File: config.mk
export PLATFORM = sky130hd
export DESIGN_NAME = ast_tx
export DESIGN_NICKNAME = d
export VERILOG_FILES = /design/src/hdl/ast_pkg.sv /design/src/hdl/ast_fifo.sv /design/src/hdl/ast_baud.sv /design/src/hdl/ast_tx.sv
export VERILOG_INCLUDE_DIRS = /design/src /design/src/hdl
export SDC_FILE = /design/constraint.sdc
export NUM_CORES = 1
export LEC_CHECK = 0
export BUFFER_PORTS_ARGS = -buffer_cell sky130_fd_sc_hd__buf_2
export CAP_MARGIN = 0
export CORE_UTILIZATION = 45
export DETAILED_ROUTE_END_ITERATION = 12
export HOLD_SLACK_MARGIN = 0.12
export PLACE_DENSITY = 0.74
export RECOVER_POWER = 50
export SYNTH_ARGS = -nofsm -noshare
export SYNTH_HDL_FRONTEND = slang
export SYNTH_SLANG_ARGS = --single-unit
File: constraint.sdc
create_clock -name clk -period 1.6 [get_ports clk]
set_input_delay 0.24 -clock clk [delete_from_list [all_inputs] [get_ports clk]]
set_output_delay 0.24 -clock clk [all_outputs]
set_load 0.005 [all_outputs]
File: src/hdl/ast_regs.svh
// Constants for the asynchronous serial transmitter: levels, counts and sizes.
`ifndef AST_REGS_SVH
`define AST_REGS_SVH

// Line levels of the non-return-to-zero link.
`define AST_MARK 1'b1
`define AST_SPACE 1'b0

// Character layout: data bits per frame and stored word width.
`define AST_BITS_8 4'h8
`define AST_BITS_9 4'h9
`define AST_WORD_W 9
`define AST_BYTE_W 8

// Baud prescale: clocks per divider step minus one, per speed selection.
`define AST_PRE_W 6
`define AST_PRE_HIGH 6'h0f
`define AST_PRE_LOW 6'h3f

// Depth of the write queue in front of the holding buffer.
`define AST_FIFO_DEPTH 4

`endif

File: src/hdl/ast_pkg.sv
// Types shared by the asynchronous serial transmitter modules.
package ast_pkg;

    typedef enum logic [3:0] {
        AST_IDLE  = 4'h1,
        AST_START = 4'h2,
        AST_DATA  = 4'h4,
        AST_STOP  = 4'h8
    } ast_state_e;

    typedef logic [8:0] ast_word_t;

endpackage : ast_pkg

File: src/hdl/ast_fifo.sv
// Small flip-flop FIFO with valid and ready on both sides.
`timescale 1ns/1ps
module ast_fifo #(
    parameter int WIDTH = 9,
    parameter int DEPTH = 4
) (
    // Clock and reset
    input wire logic clk,
    input wire logic rst_b,
    // Filling side
    input wire logic in_valid,
    input wire logic [WIDTH-1:0] in_data,
    output logic in_ready,
    // Draining side
    output logic out_valid,
    input wire logic out_ready,
    output logic [WIDTH-1:0] out_data
);
    localparam int AW = (DEPTH > 1) ? $clog2(DEPTH) : 1;
    localparam int CW = $clog2(DEPTH + 1);
    localparam logic [CW-1:0] FULL_CNT = CW'(DEPTH);
    localparam logic [AW-1:0] LAST_IDX = AW'(DEPTH - 1);

    logic [WIDTH-1:0] mem_r [DEPTH];
    logic [AW-1:0] wr_idx_r;
    logic [AW-1:0] rd_idx_r;
    logic [CW-1:0] cnt_r;
    logic [CW-1:0] cnt_nxt;
    logic push_w;
    logic pop_w;

    assign push_w = in_valid & in_ready;
    assign pop_w = out_valid & out_ready;
    assign out_data = mem_r[rd_idx_r];

    always_comb
    begin
        cnt_nxt = cnt_r;
        if (push_w && !pop_w)
            cnt_nxt = cnt_r + CW'(1);
        else if (pop_w && !push_w)
            cnt_nxt = cnt_r - CW'(1);
    end

    // Full and empty are kept as flops so both ready and valid are clean.
    always_ff @(posedge clk or negedge rst_b)
    begin
        if (!rst_b)
        begin
            cnt_r <= '0;
            in_ready <= 1'b1;
            out_valid <= 1'b0;
        end
        else
        begin
            cnt_r <= cnt_nxt;
            in_ready <= (cnt_nxt != FULL_CNT);
            out_valid <= (cnt_nxt != '0);
        end
    end

    always_ff @(posedge clk or negedge rst_b)
    begin
        if (!rst_b)
        begin
            wr_idx_r <= '0;
            rd_idx_r <= '0;
        end
        else
        begin
            if (push_w)
                wr_idx_r <= (wr_idx_r == LAST_IDX) ? '0 : wr_idx_r + AW'(1);
            if (pop_w)
                rd_idx_r <= (rd_idx_r == LAST_IDX) ? '0 : rd_idx_r + AW'(1);
        end
    end

    genvar gi;
    generate
        for (gi = 0; gi < DEPTH; gi++)
        begin : g_entry
            always_ff @(posedge clk or negedge rst_b)
            begin
                if (!rst_b)
                    mem_r[gi] <= '0;
                else if (push_w && wr_idx_r == AW'(gi))
                    mem_r[gi] <= in_data;
            end
        end
    endgenerate

endmodule : ast_fifo

File: src/hdl/ast_baud.sv
// Bit-period generator: prescaler followed by an 8-bit reloading divider.
`timescale 1ns/1ps
`include "ast_regs.svh"
module ast_baud #(
    parameter int DIV_W = 8
) (
    // Clock and reset
    input wire logic clk,
    input wire logic rst_b,
    // Control
    input wire logic restart,
    input wire logic [DIV_W-1:0] divisor,
    input wire logic high_speed,
    // Bit boundary pulse
    output logic bit_tick
);
    logic [`AST_PRE_W-1:0] pre_r;
    logic [`AST_PRE_W-1:0] pre_max_w;
    logic [DIV_W-1:0] div_r;

    assign pre_max_w = high_speed ? `AST_PRE_HIGH : `AST_PRE_LOW;
    // The tick is combinational so the first bit after a restart is exact.
    // It must not look at restart, because restart is made from the tick.
    // A tick that meets a restart is harmless: the load wins in the shifter.
    assign bit_tick = pre_r == '0 && div_r == '0;

    always_ff @(posedge clk or negedge rst_b)
    begin
        if (!rst_b)
        begin
            pre_r <= '0;
            div_r <= '0;
        end
        else if (restart)
        begin
            pre_r <= pre_max_w;
            div_r <= divisor;
        end
        else if (pre_r == '0)
        begin
            pre_r <= pre_max_w;
            div_r <= (div_r == '0) ? divisor : div_r - DIV_W'(1);
        end
        else
            pre_r <= pre_r - `AST_PRE_W'(1);
    end

endmodule : ast_baud

File: src/hdl/ast_tx.sv
// Asynchronous serial transmitter: queue, holding buffer, shifter and pins.
//
// Operation
// RQ1: Line idles at mark between frames.
// RQ2: Frame is start, 8/9 data, stop.
// RQ3: Each bit lasts one divider-made baud period.
// RQ4: Data bits leave least significant first.
// RQ5: Format and rate shared with receiver.
// RQ6: No parity generated; host uses ninth bit.
// RQ7: Active only when enabled, asynchronous, port on.
// RQ8: Port enable forces pin directions, mutes latch.
// RQ9: Buffer write starts sending, loads empty shifter.
// RQ10: Queued character loads right after stop bit.
// RQ11: Start bit begins right after shifter load.
// RQ12: Empty flag set whenever holding buffer free.
// RQ13: Empty flag sets when transmit enable sets.
// RQ14: Empty flag valid two cycles after write.
// RQ15: Empty flag is read-only.
// RQ16: Flag ignores enable; request needs three enables.
// RQ17: Shifter-empty bit clears on load, sets after.
// RQ18: Nine-bit mode sends ninth bit last.
// RQ19: Host writes ninth bit before data byte.
// RQ20: Set ninth bit marks an address byte.
// RQ21: Host follows recommended setup order.
// RQ22: Host enables interrupt only while data remains.
// RQ23: Bit counter reloads divider every boundary.
`timescale 1ns/1ps
`include "ast_regs.svh"
module ast_tx
    import ast_pkg::*;
#(
    parameter int FIFO_DEPTH = `AST_FIFO_DEPTH,
    parameter int DIV_W = 8
) (
    // Clock and reset
    input wire logic clk,
    input wire logic rst_b,
    // Configuration bits
    input wire logic tx_enable_bit,
    input wire logic clocked_mode_select,
    input wire logic serial_port_enable,
    input wire logic nine_bit_tx_select,
    input wire logic tx_ninth_bit,
    input wire logic [DIV_W-1:0] baud_divisor,
    input wire logic baud_high_speed,
    // Interrupt enables
    input wire logic tx_interrupt_enable,
    input wire logic peripheral_irq_gate,
    input wire logic global_irq_enable,
    // Host write into the holding path
    input wire logic tx_wr_valid,
    input wire logic [`AST_BYTE_W-1:0] tx_wr_data,
    output logic tx_wr_ready,
    // Status
    output logic tx_buffer_empty_flag,
    output logic shift_register_empty,
    output logic tx_irq_req,
    // General port latch and direction for the two shared pins
    input wire logic tx_clock_pin_latch,
    input wire logic tx_clock_pin_dir_in,
    input wire logic rx_data_pin_latch,
    input wire logic rx_data_pin_dir_in,
    // Pins
    output logic tx_clock_pin_out,
    output logic tx_clock_pin_oe,
    input wire logic rx_data_pin_in,
    output logic rx_data_pin_out,
    output logic rx_data_pin_oe,
    output logic rx_data_pin_level
);
    import ast_pkg::*;

    ast_state_e state_r;
    ast_state_e state_nxt;
    ast_word_t hold_r;
    ast_word_t shift_r;
    ast_word_t fifo_in_w;
    ast_word_t fifo_out_w;
    logic hold_full_r;
    logic [3:0] bits_left_r;
    logic fifo_valid_w;
    logic fifo_ready_w;
    logic fifo_pop_w;
    logic active_w;
    logic bit_tick_w;
    logic stop_done_w;
    logic load_w;
    logic flag_nxt;
    logic line_nxt;
    logic rx_meta_r;
    logic rx_sync_r;

    // Transmission runs only in asynchronous mode with both enables set.
    assign active_w = tx_enable_bit & ~clocked_mode_select
                      & serial_port_enable;  // [RQ7]

    // The ninth bit is taken with the byte, so it must be set up first.
    assign fifo_in_w = {tx_ninth_bit & nine_bit_tx_select,
                        tx_wr_data};  // [RQ18] [RQ19] [RQ20]

    // Host writes queue here; the ready back-pressures the writer.
    ast_fifo #(
        .WIDTH(`AST_WORD_W),
        .DEPTH(FIFO_DEPTH)
    ) u_fifo (
        .clk(clk),
        .rst_b(rst_b),
        .in_valid(tx_wr_valid),
        .in_data(fifo_in_w),
        .in_ready(fifo_ready_w),
        .out_valid(fifo_valid_w),
        .out_ready(~hold_full_r),
        .out_data(fifo_out_w)
    );

    assign tx_wr_ready = fifo_ready_w;
    assign fifo_pop_w = fifo_valid_w & ~hold_full_r;

    // Rate is one shared setting; the receiver reads the same divisor.
    ast_baud #(
        .DIV_W(DIV_W)
    ) u_baud (
        .clk(clk),
        .rst_b(rst_b),
        .restart(load_w),
        .divisor(baud_divisor),
        .high_speed(baud_high_speed),
        .bit_tick(bit_tick_w)
    );  // [RQ3] [RQ5] [RQ23]

    assign stop_done_w = (state_r == AST_STOP) && bit_tick_w;

    // A held character enters the shifter when it is idle or at the end
    // of the stop bit, in the same clock, so no instruction cycle is lost.
    assign load_w = active_w && hold_full_r
                    && (state_r == AST_IDLE || stop_done_w);  // [RQ9] [RQ10]

    // Holding buffer: one character deep, refilled from the queue.
    always_ff @(posedge clk or negedge rst_b)
    begin
        if (!rst_b)
        begin
            hold_r <= '0;
            hold_full_r <= 1'b0;
        end
        else if (fifo_pop_w)
        begin
            hold_r <= fifo_out_w;
            hold_full_r <= 1'b1;
        end
        else if (load_w)
            hold_full_r <= 1'b0;
    end

    // Frame sequencing.
    always_comb
    begin
        state_nxt = state_r;
        if (!active_w)
            state_nxt = AST_IDLE;
        else if (load_w)
            state_nxt = AST_START;  // [RQ11]
        else
        begin
            case (state_r)
                AST_IDLE:
                    state_nxt = AST_IDLE;
                AST_START:
                    if (bit_tick_w)
                        state_nxt = AST_DATA;
                AST_DATA:
                    if (bit_tick_w && bits_left_r == 4'h1)
                        state_nxt = AST_STOP;
                AST_STOP:
                    if (bit_tick_w)
                        state_nxt = AST_IDLE;
                default:
                    state_nxt = AST_IDLE;
            endcase
        end
    end

    always_ff @(posedge clk or negedge rst_b)
    begin
        if (!rst_b)
            state_r <= AST_IDLE;
        else
            state_r <= state_nxt;
    end

    // Shifter: bit 0 is on the line, shifts right once per bit period.
    always_ff @(posedge clk or negedge rst_b)
    begin
        if (!rst_b)
        begin
            shift_r <= '0;
            bits_left_r <= 4'h0;
        end
        else if (load_w)
        begin
            shift_r <= hold_r;
            bits_left_r <= nine_bit_tx_select ? `AST_BITS_9
                                              : `AST_BITS_8;  // [RQ18]
        end
        else if (state_r == AST_DATA && bit_tick_w)
        begin
            shift_r <= {1'b0, shift_r[8:1]};  // [RQ4]
            bits_left_r <= bits_left_r - 4'h1;
        end
    end

    // Line level follows the next state so a frame starts on the load edge.
    // No parity stage exists; the ninth bit is passed through untouched.
    always_comb
    begin
        case (state_nxt)
            AST_START:
                line_nxt = `AST_SPACE;  // [RQ2]
            AST_DATA:
                line_nxt = (state_r == AST_DATA && bit_tick_w)
                           ? shift_r[1] : shift_r[0];  // [RQ2] [RQ6]
            AST_STOP:
                line_nxt = `AST_MARK;  // [RQ2]
            default:
                line_nxt = `AST_MARK;  // [RQ1]
        endcase
    end

    // The flag is pure status: no host path writes it.
    assign flag_nxt = tx_enable_bit && !hold_full_r && !fifo_valid_w
                      && !fifo_pop_w;  // [RQ12] [RQ13] [RQ15]

    // Status is registered behind the queue's valid flop, so it settles two
    // clocks after a write, within the two cycles the host must wait before polling.
    always_ff @(posedge clk or negedge rst_b)
    begin
        if (!rst_b)
        begin
            tx_buffer_empty_flag <= 1'b0;
            tx_irq_req <= 1'b0;
        end
        else
        begin
            tx_buffer_empty_flag <= flag_nxt;  // [RQ14]
            tx_irq_req <= flag_nxt & tx_interrupt_enable
                          & peripheral_irq_gate
                          & global_irq_enable;  // [RQ16]
        end
    end

    // Shifter-empty has no interrupt path; the host polls it.
    always_ff @(posedge clk or negedge rst_b)
    begin
        if (!rst_b)
            shift_register_empty <= 1'b1;
        else
            shift_register_empty <= (state_nxt == AST_IDLE);  // [RQ17]
    end

    // Pin takeover: with the port enabled the transmit pin is always an
    // output and the receive pin an input, whatever the direction bits say.
    always_ff @(posedge clk or negedge rst_b)
    begin
        if (!rst_b)
        begin
            tx_clock_pin_out <= `AST_MARK;
            tx_clock_pin_oe <= 1'b0;
            rx_data_pin_out <= 1'b0;
            rx_data_pin_oe <= 1'b0;
        end
        else if (serial_port_enable)
        begin
            tx_clock_pin_out <= line_nxt;  // [RQ1]
            tx_clock_pin_oe <= 1'b1;  // [RQ8]
            rx_data_pin_out <= 1'b0;
            rx_data_pin_oe <= 1'b0;  // [RQ8]
        end
        else
        begin
            tx_clock_pin_out <= tx_clock_pin_latch;
            tx_clock_pin_oe <= ~tx_clock_pin_dir_in;
            rx_data_pin_out <= rx_data_pin_latch;
            rx_data_pin_oe <= ~rx_data_pin_dir_in;
        end
    end

    // The receive pin stays readable through a three-stage synchroniser.
    always_ff @(posedge clk or negedge rst_b)
    begin
        if (!rst_b)
        begin
            rx_meta_r <= 1'b1;
            rx_sync_r <= 1'b1;
            rx_data_pin_level <= 1'b1;
        end
        else
        begin
            rx_meta_r <= rx_data_pin_in;
            rx_sync_r <= rx_meta_r;
            rx_data_pin_level <= rx_sync_r;  // [RQ8]
        end
    end

endmodule : ast_tx

After elaboration in Yosys (flattened, before gate mapping) --
Cells that the tools add are included.
Word-level totals: flip-flop bits (word level) 96, latch bits 0, memory bits (writable) 0, bits in read-only memories 0, output and inout bits 9, word-level logic and storage cells 119, memories kept 0
Cells by class: add/subtract/negate cells 7, multipliers 0, div/mod/pow operators 0, $lt $le $gt $ge 1, equality and inequality tests 13, shift-type cells 0, muxes and demuxes 32, bitwise gates (word level) 13, reductions and logical operators 27
Operator list (number):
- $mux W9 | 4
- $mux W4 | 7
- $mux W8 | 3
- $bmux W9 S2 | 1
- $mux W6 | 3
- $logic_and A1 B1 Y1 | 15
- $eq A4 B1 Y1 const B | 3
- $pmux W4 S3 | 1
- $and A1 B1 Y1 | 8
- $eq A4 B2 Y1 const B | 2
- $eq A4 B3 Y1 const B | 2
- $logic_not A8 Y1 | 1
- $mux W1 | 8
- $sub A8 B1 Y8 const B | 1
- $eq A2 B2 Y1 const B | 3
- $logic_not A6 Y1 | 1
- $mux W3 | 2
- $reduce_bool A2 Y1 | 3
- $sub A6 B1 Y6 const B | 1
- $add A2 B1 Y2 const B | 2
- $eq A4 B4 Y1 const B | 1
- $logic_not A1 Y1 | 4
- $mux W2 | 2
- $not A1 Y1 | 4
- other kinds (11) | 11

Depth between registers and ports, before layout --
depth after elaboration 10, depth in mapped cells 9, depth with buffers taken out 7

Hierarchy --
A second synthesis with hierarchy kept.
Unflattened totals: cells, all modules 366, area, all modules 4839.6 sq um
By module, submodules not included:
- ast_fifo | instances 1, cells each 134, area each 2285.9 sq um
- ast_tx | instances 1, cells each 138, area each 1644.1 sq um
- ast_baud | instances 1, cells each 94, area each 909.6 sq um

Worst setup path after synthesis --
No wires, ideal clock.
path kind reg2reg, from reg u_baud.div_r[0], to reg shift_r[8], library setup time 0.122 ns, data arrival time 1.629 ns, required time 1.478 ns, setup slack -0.151 ns, cell stages (with the launch flop) 9, period minus slack after synthesis 1.751 ns, cell sequence dfrtp_1 > inv_1 > ha_1 > nor3b_1 > nand2_1 > o31a_1 > buf_2 > nand3_1 > o21ai_1
On the way: longest elaborated chain between the ends 6, elaborated cells between the ends (all ways) 8, classes of those cells 1 x mux; 7 x reduce/logical
Ends and longest elaborated chain:
- start, declared | line ast_baud.sv:19 | logic [DIV_W-1:0] div_r;
- start signal, assigned | line ast_baud.sv:37 | div_r <= divisor;
- start signal, assigned | line ast_baud.sv:42 | div_r <= (div_r == '0) ? divisor : div_r - DIV_W'(1);
- $logic_not A8 Y1 (*) | line ast_baud.sv:25 | assign bit_tick = pre_r == '0 && div_r == '0;
- $logic_and A1 B1 Y1 (*) | line ast_baud.sv:25
- $logic_and A1 B1 Y1 | line ast_tx.sv:131 | assign stop_done_w = (state_r == AST_STOP) && bit_tick_w;
- $logic_or A1 B1 Y1 | line ast_tx.sv:136 | && (state_r == AST_IDLE || stop_done_w);
- $logic_and A1 B1 Y1 | line ast_tx.sv:136
- $mux W9 or $reduce_bool A2 Y1 (tied branches)
- end signal, assigned | line ast_tx.sv:201 | shift_r <= hold_r;
- end signal, assigned | line ast_tx.sv:207 | shift_r <= {1'b0, shift_r[8:1]};
- end, declared | line ast_tx.sv:76 | ast_word_t shift_r;
Mark *: on every way between the ends. The rest lies on a longest branch, timed or not. A chain may end at the register's enable or synchronous reset.

Worst setup path after layout --
from reg u_baud.pre_r[0], to reg tx_clock_pin_out
On the way: longest elaborated chain between the ends 10, elaborated cells between the ends (all ways) 18, classes of those cells 2 x eq/ne; 9 x mux; 7 x reduce/logical
Ends and longest elaborated chain:
- start, declared | line ast_baud.sv:17 | logic [`AST_PRE_W-1:0] pre_r;
- start signal, assigned | line ast_baud.sv:36 | pre_r <= pre_max_w;
- start signal, assigned | line ast_baud.sv:41 | pre_r <= pre_max_w;
- start signal, assigned | line ast_baud.sv:45 | pre_r <= pre_r - `AST_PRE_W'(1);
- $logic_not A6 Y1 (*) | line ast_baud.sv:25
- $logic_and A1 B1 Y1 (*) | line ast_baud.sv:25
- $logic_and A1 B1 Y1, on equally long branches | line ast_tx.sv:172, ast_tx.sv:131
- $mux W4 or $logic_or A1 B1 Y1 (tied branches) | line ast_tx.sv:172, ast_tx.sv:136
- $pmux W4 S3 or $logic_and A1 B1 Y1 (tied branches) | line ast_tx.sv:165, ast_tx.sv:136
- $mux W4 (*) | line ast_tx.sv:161 | else if (load_w)
- $mux W4 (*) | line ast_tx.sv:159 | if (!active_w)
- net state_nxt[2] | line ast_tx.sv:74 | ast_state_e state_nxt;
- $eq A4 B3 Y1 or $eq A4 B2 Y1 (tied branches) | line ast_tx.sv:216 | case (state_nxt)
- $pmux W1 S2 (*) | line ast_tx.sv:216
- $mux W1 (*) | line ast_tx.sv:271 | else if (serial_port_enable)
- end signal, assigned | line ast_tx.sv:266 | tx_clock_pin_out <= `AST_MARK;
- end signal, assigned | line ast_tx.sv:273 | tx_clock_pin_out <= line_nxt;
- end signal, assigned | line ast_tx.sv:280 | tx_clock_pin_out <= tx_clock_pin_latch;
- end, declared | line ast_tx.sv:64 | output logic tx_clock_pin_out,
Mark *: on every way through the listed nets, which the timed path passes. The rest lies on a longest branch.

==> results by group <==
Clocking
  • Root Driver: clkbuf_8
  • Worst-skew pair later-pin latency: around 0.37 ns
  • Num Clock Sinks: between 90 and 100
  • Worst-path clk slew: ~0.11 ns
  • CTS max path bufs: 2
  • CTS tree: done
  • H-tree Lvls: 3
  • CTS buffer count: 9

Die
  • Placement row count: 35
  • Starting Density: ~47%
  • Die Wd: ~100 µm
  • Overall die area: ~10000 µm²
  • I/O pins: 42
  • Core area: 9420 µm²
  • Die Ht: just over 100 µm

Power
  • Peak supply drop: 0.946 mV
  • Pwr Density: between 1500 and 2000 nW/µm²
  • Combinational share of power: a little under two fifths
  • Internal power: slightly below 6000 µW
  • Clock share of power: 17.4%
  • Sequential share of power: between 40% and 50%
  • Sw Ratio: ~34%
  • Net load switching power: between 3000 and 4000 µW
  • Static leakage: 0.00265 µW

Synthesis
  • Syn Inst Count: about 380
  • FF+latch count, synth: 96
  • Synth Warn #: 0
  • Mapped Nets: ~430
  • Ys async rst share: 100%
  • Post-synth EDFFs: 0
  • Syn_area_per_cell: approximately 12 µm²
  • Synthesized area: about 4500 µm²
  • Synth cell types: 51
  • Seq/Total Area, Yosys: about 54%
  • Main flop type after synthesis: dfrtp_1

Global routing
  • GR Util All Layers: between 15 and 20%
  • First-pass GRT wire length: 15400 µm
  • Vias in the first global route: about 3400
  • Largest net degree at the start of global routing: 67
  • Congestion Overflow GR: 0
  • Antenna violations before repair: 0

Final layout
  • Ratio of cells with drive above 1 in the final layout: between 40% and 50%
  • P&R area growth vs syn: 30.0%
  • Most frequent cells in the layout: dfrtp_1, nand2_1, buf_4
  • Register Area: about 2400 µm²
  • Multi-input logic area: 2220 µm²
  • Nets: ~530
  • Filler cells: 734
  • Commonest non-fill, non-tap cell in the layout: dfrtp_1
  • Number of antenna diodes: 0

Detailed routing
  • Vias: 3310
  • Antenna Nets Post-Route: 0
  • Drt wl/cell: 15.6 µm
  • DR DRC count: 0
  • Total length of routed wires: 9710 µm
  • 1st-iter DRT viols: between 100 and 150
  • TritonRoute pass-1 iters: 4
  • Vias per cell: about 5.3

STA
  • Final hold violations: 0
  • Slew headroom: between 30% and 40%
  • Period minus WS final: 1.83 ns
  • RSZ-0062 raised after global routing: true
  • Hold WS: approximately 0.13 ns
  • Fin crit share: 114%
  • PnR worst setup slack: -0.226 ns
  • Clock skew: ~0.015 ns
  • Post-Route Setup TNS: -5.07 ns
  • Max Freq: 548 MHz
  • Final Max Tran Viols: 0
  • Final setup fails: 34
  • Least-Margin Pin Slew: approximately 0.9 ns

Run status
  • Violated checks: setup timing
  • Outcome: complete, but fails checks

Placement
  • Post-DP HPWL: between 6000 and 7000 µm
  • PortBufs: just over 40
  • Placer Congestion: approximately 0.84

Worst setup path
  • CP Capture Type: flip-flop
  • Worst reg2reg path startpoint: u_baud.pre_r[0]
  • Capturing point of the worst reg2reg path: tx_clock_pin_out
  • R2R Setup Slk: -0.23 ns
  • CP startpoint kind: flip-flop
  • Highest net fanout along the worst path: 5
  • Crit-path slowest cell: dfrtp_1
  • CP Cell Sequence: inv_2, ha_4, nor4b_4, and4_4, and2_4, a221oi_4, a211oi_2
  • Worst stage delay on the critical path: between 0.4 and 0.5 ns
  • FF-to-FF path depth: 7
  • WP data arrival: between 2 and 2.5 ns
  • CP Class: flip-flop to flip-flop
  • Worst path required time: about 1.9 ns

Flow run
  • Maxcap violations: 0

Worst hold path
  • Hold path cells: 2
  • Hold Path End: tx_buffer_empty_flag
  • Hold Path Origin: tx_enable_bit
  • Hold Crit Class: input port to flip-flop
-- how the worst max path moves through the flow --
stage | from | endpoint | slack, ns | cells past startpoint
after detailed placement | u_baud.div_r[1] | shift_r[4] | -0.26 | 7
after global placement | u_baud.div_r[0] | bits_left_r[0] | -0.18 | 7
after floorplan | u_baud.div_r[0] | bits_left_r[1] | -0.1 | 8
after CTS | u_baud.pre_r[1] | tx_clock_pin_out | -0.14 | 7
after global routing | u_baud.div_r[5] | u_baud.div_r[7] | -0.31 | 6
final | u_baud.pre_r[0] | tx_clock_pin_out | -0.23 | 7
-- layout make-up --
type                       count  share of cell area, %
sequential                    96                   41.5
clock buffer                   9                   2.13
tap                          129                   2.78
clock inverter                 7                   1.23
timing repair buffer         106                   13.1
multi-input combinational    259                   38.2
inverter                      16                   1.03
-- sequential cells by signal (all words and copies together) (netlist names), 3 cells and up --
signal and flops:
bits_left_r 4, hold_r 9, shift_r 9, state_r 4, u_baud.div_r 8, u_baud.pre_r 6
u_fifo.cnt_r 3, u_fifo.mem_r 36
-- synth_stat cells (3+ instances only) --
cell,count,share of area (%)
nand3_1,11,1.2
a21oi_1,19,2.1
ha_1,13,3.6
nand2_1,57,4.8
and2_1,4,0.56
nor2_1,23,1.9
nor3_1,6,0.67
xnor2_1,6,1.2
nor2b_1,4,0.56
dfstp_2,7,4.1
xor2_1,3,0.59
nand4_1,4,0.56
mux2i_1,8,1.8
dfrtp_1,89,50
o21ai_0,14,1.6
o2bb2ai_1,4,0.78
buf_2,4,0.45
a31oi_1,3,0.42
clkbuf_1,6,0.50
mux4_2,9,4.5
nand2b_1,3,0.42
inv_1,16,1.3
mux2_2,32,8.1
-- critical path: cells and delay by family, from the launching register on --
kind	cells	cell delay, ns
and+or+nand+nor	3	0.80
adders and majority gates	1	0.12
DFF	1	0.41
AOI/OAI and AO/OA	2	0.33
buffers and inverters	1	0.10
-- metrics by stage --
stage | power (µW) | instances | utilization, % | cell area [µm²] | worst slack [ns]
after floorplan | 5970 | 381 | - | 4510 | -0.0986
after global placement | 6870 | 585 | 54.9 | 5170 | -0.182
after detailed placement | 7070 | 585 | 54.9 | 5170 | -0.259
after CTS | 8800 | 613 | 59.2 | 5570 | -0.139
after global routing | 9610 | 622 | 61.6 | 5800 | -0.306
final | 9010 | 622 | 61.6 | 5800 | -0.226
-- power by group through the flow --
| stage | clock [µW] | combinational, µW | sequential, µW |
|---|---|---|---|
| 2_1_floorplan | 0 | 2070 | 3900 |
| 3_3_place_gp | 0 | 2940 | 3930 |
| 3_5_place_dp | 0 | 3060 | 4010 |
| 4_1_cts | 1600 | 3230 | 3970 |
| 5_1_grt | 1690 | 3810 | 4100 |
| 6_report | 1570 | 3430 | 4010 |
-- repair_timing --
item	in CTS	in global routing
gates resized for setup	32	35
pin swaps	14	17
buffers inserted	7	7
endpoints found under the setup margin	32	36
gates cloned	0	2
hold buffers	5	0
endpoints found under the hold margin	97	0
-- cell families (layout without fill, tap and decap cells) --
logic type | count (synthesis) | in the layout | share of synthesized area, %
AO/OA/AOI/OAI | 57 | 59 | 8.21
XOR/XNOR | 9 | 9 | 1.77
adder cells (fa/ha/maj) | 13 | 13 | 3.64
buffers and inverters | 28 | 138 | 2.80
flip-flops | 96 | 96 | 54.0
multiplexers | 49 | 49 | 14.4
AND/OR/NAND/NOR | 129 | 129 | 15.2
-- layer usage --
metal  track usage (%)  share of wire, %  wire [µm]
met4              7.47               1.3        126
met5                 0                 0          0
met1              23.4                43       4220
met3              3.17               3.4        327
met2              34.4                52       5040
Note: power is estimated with default switching activity, not from simulation.
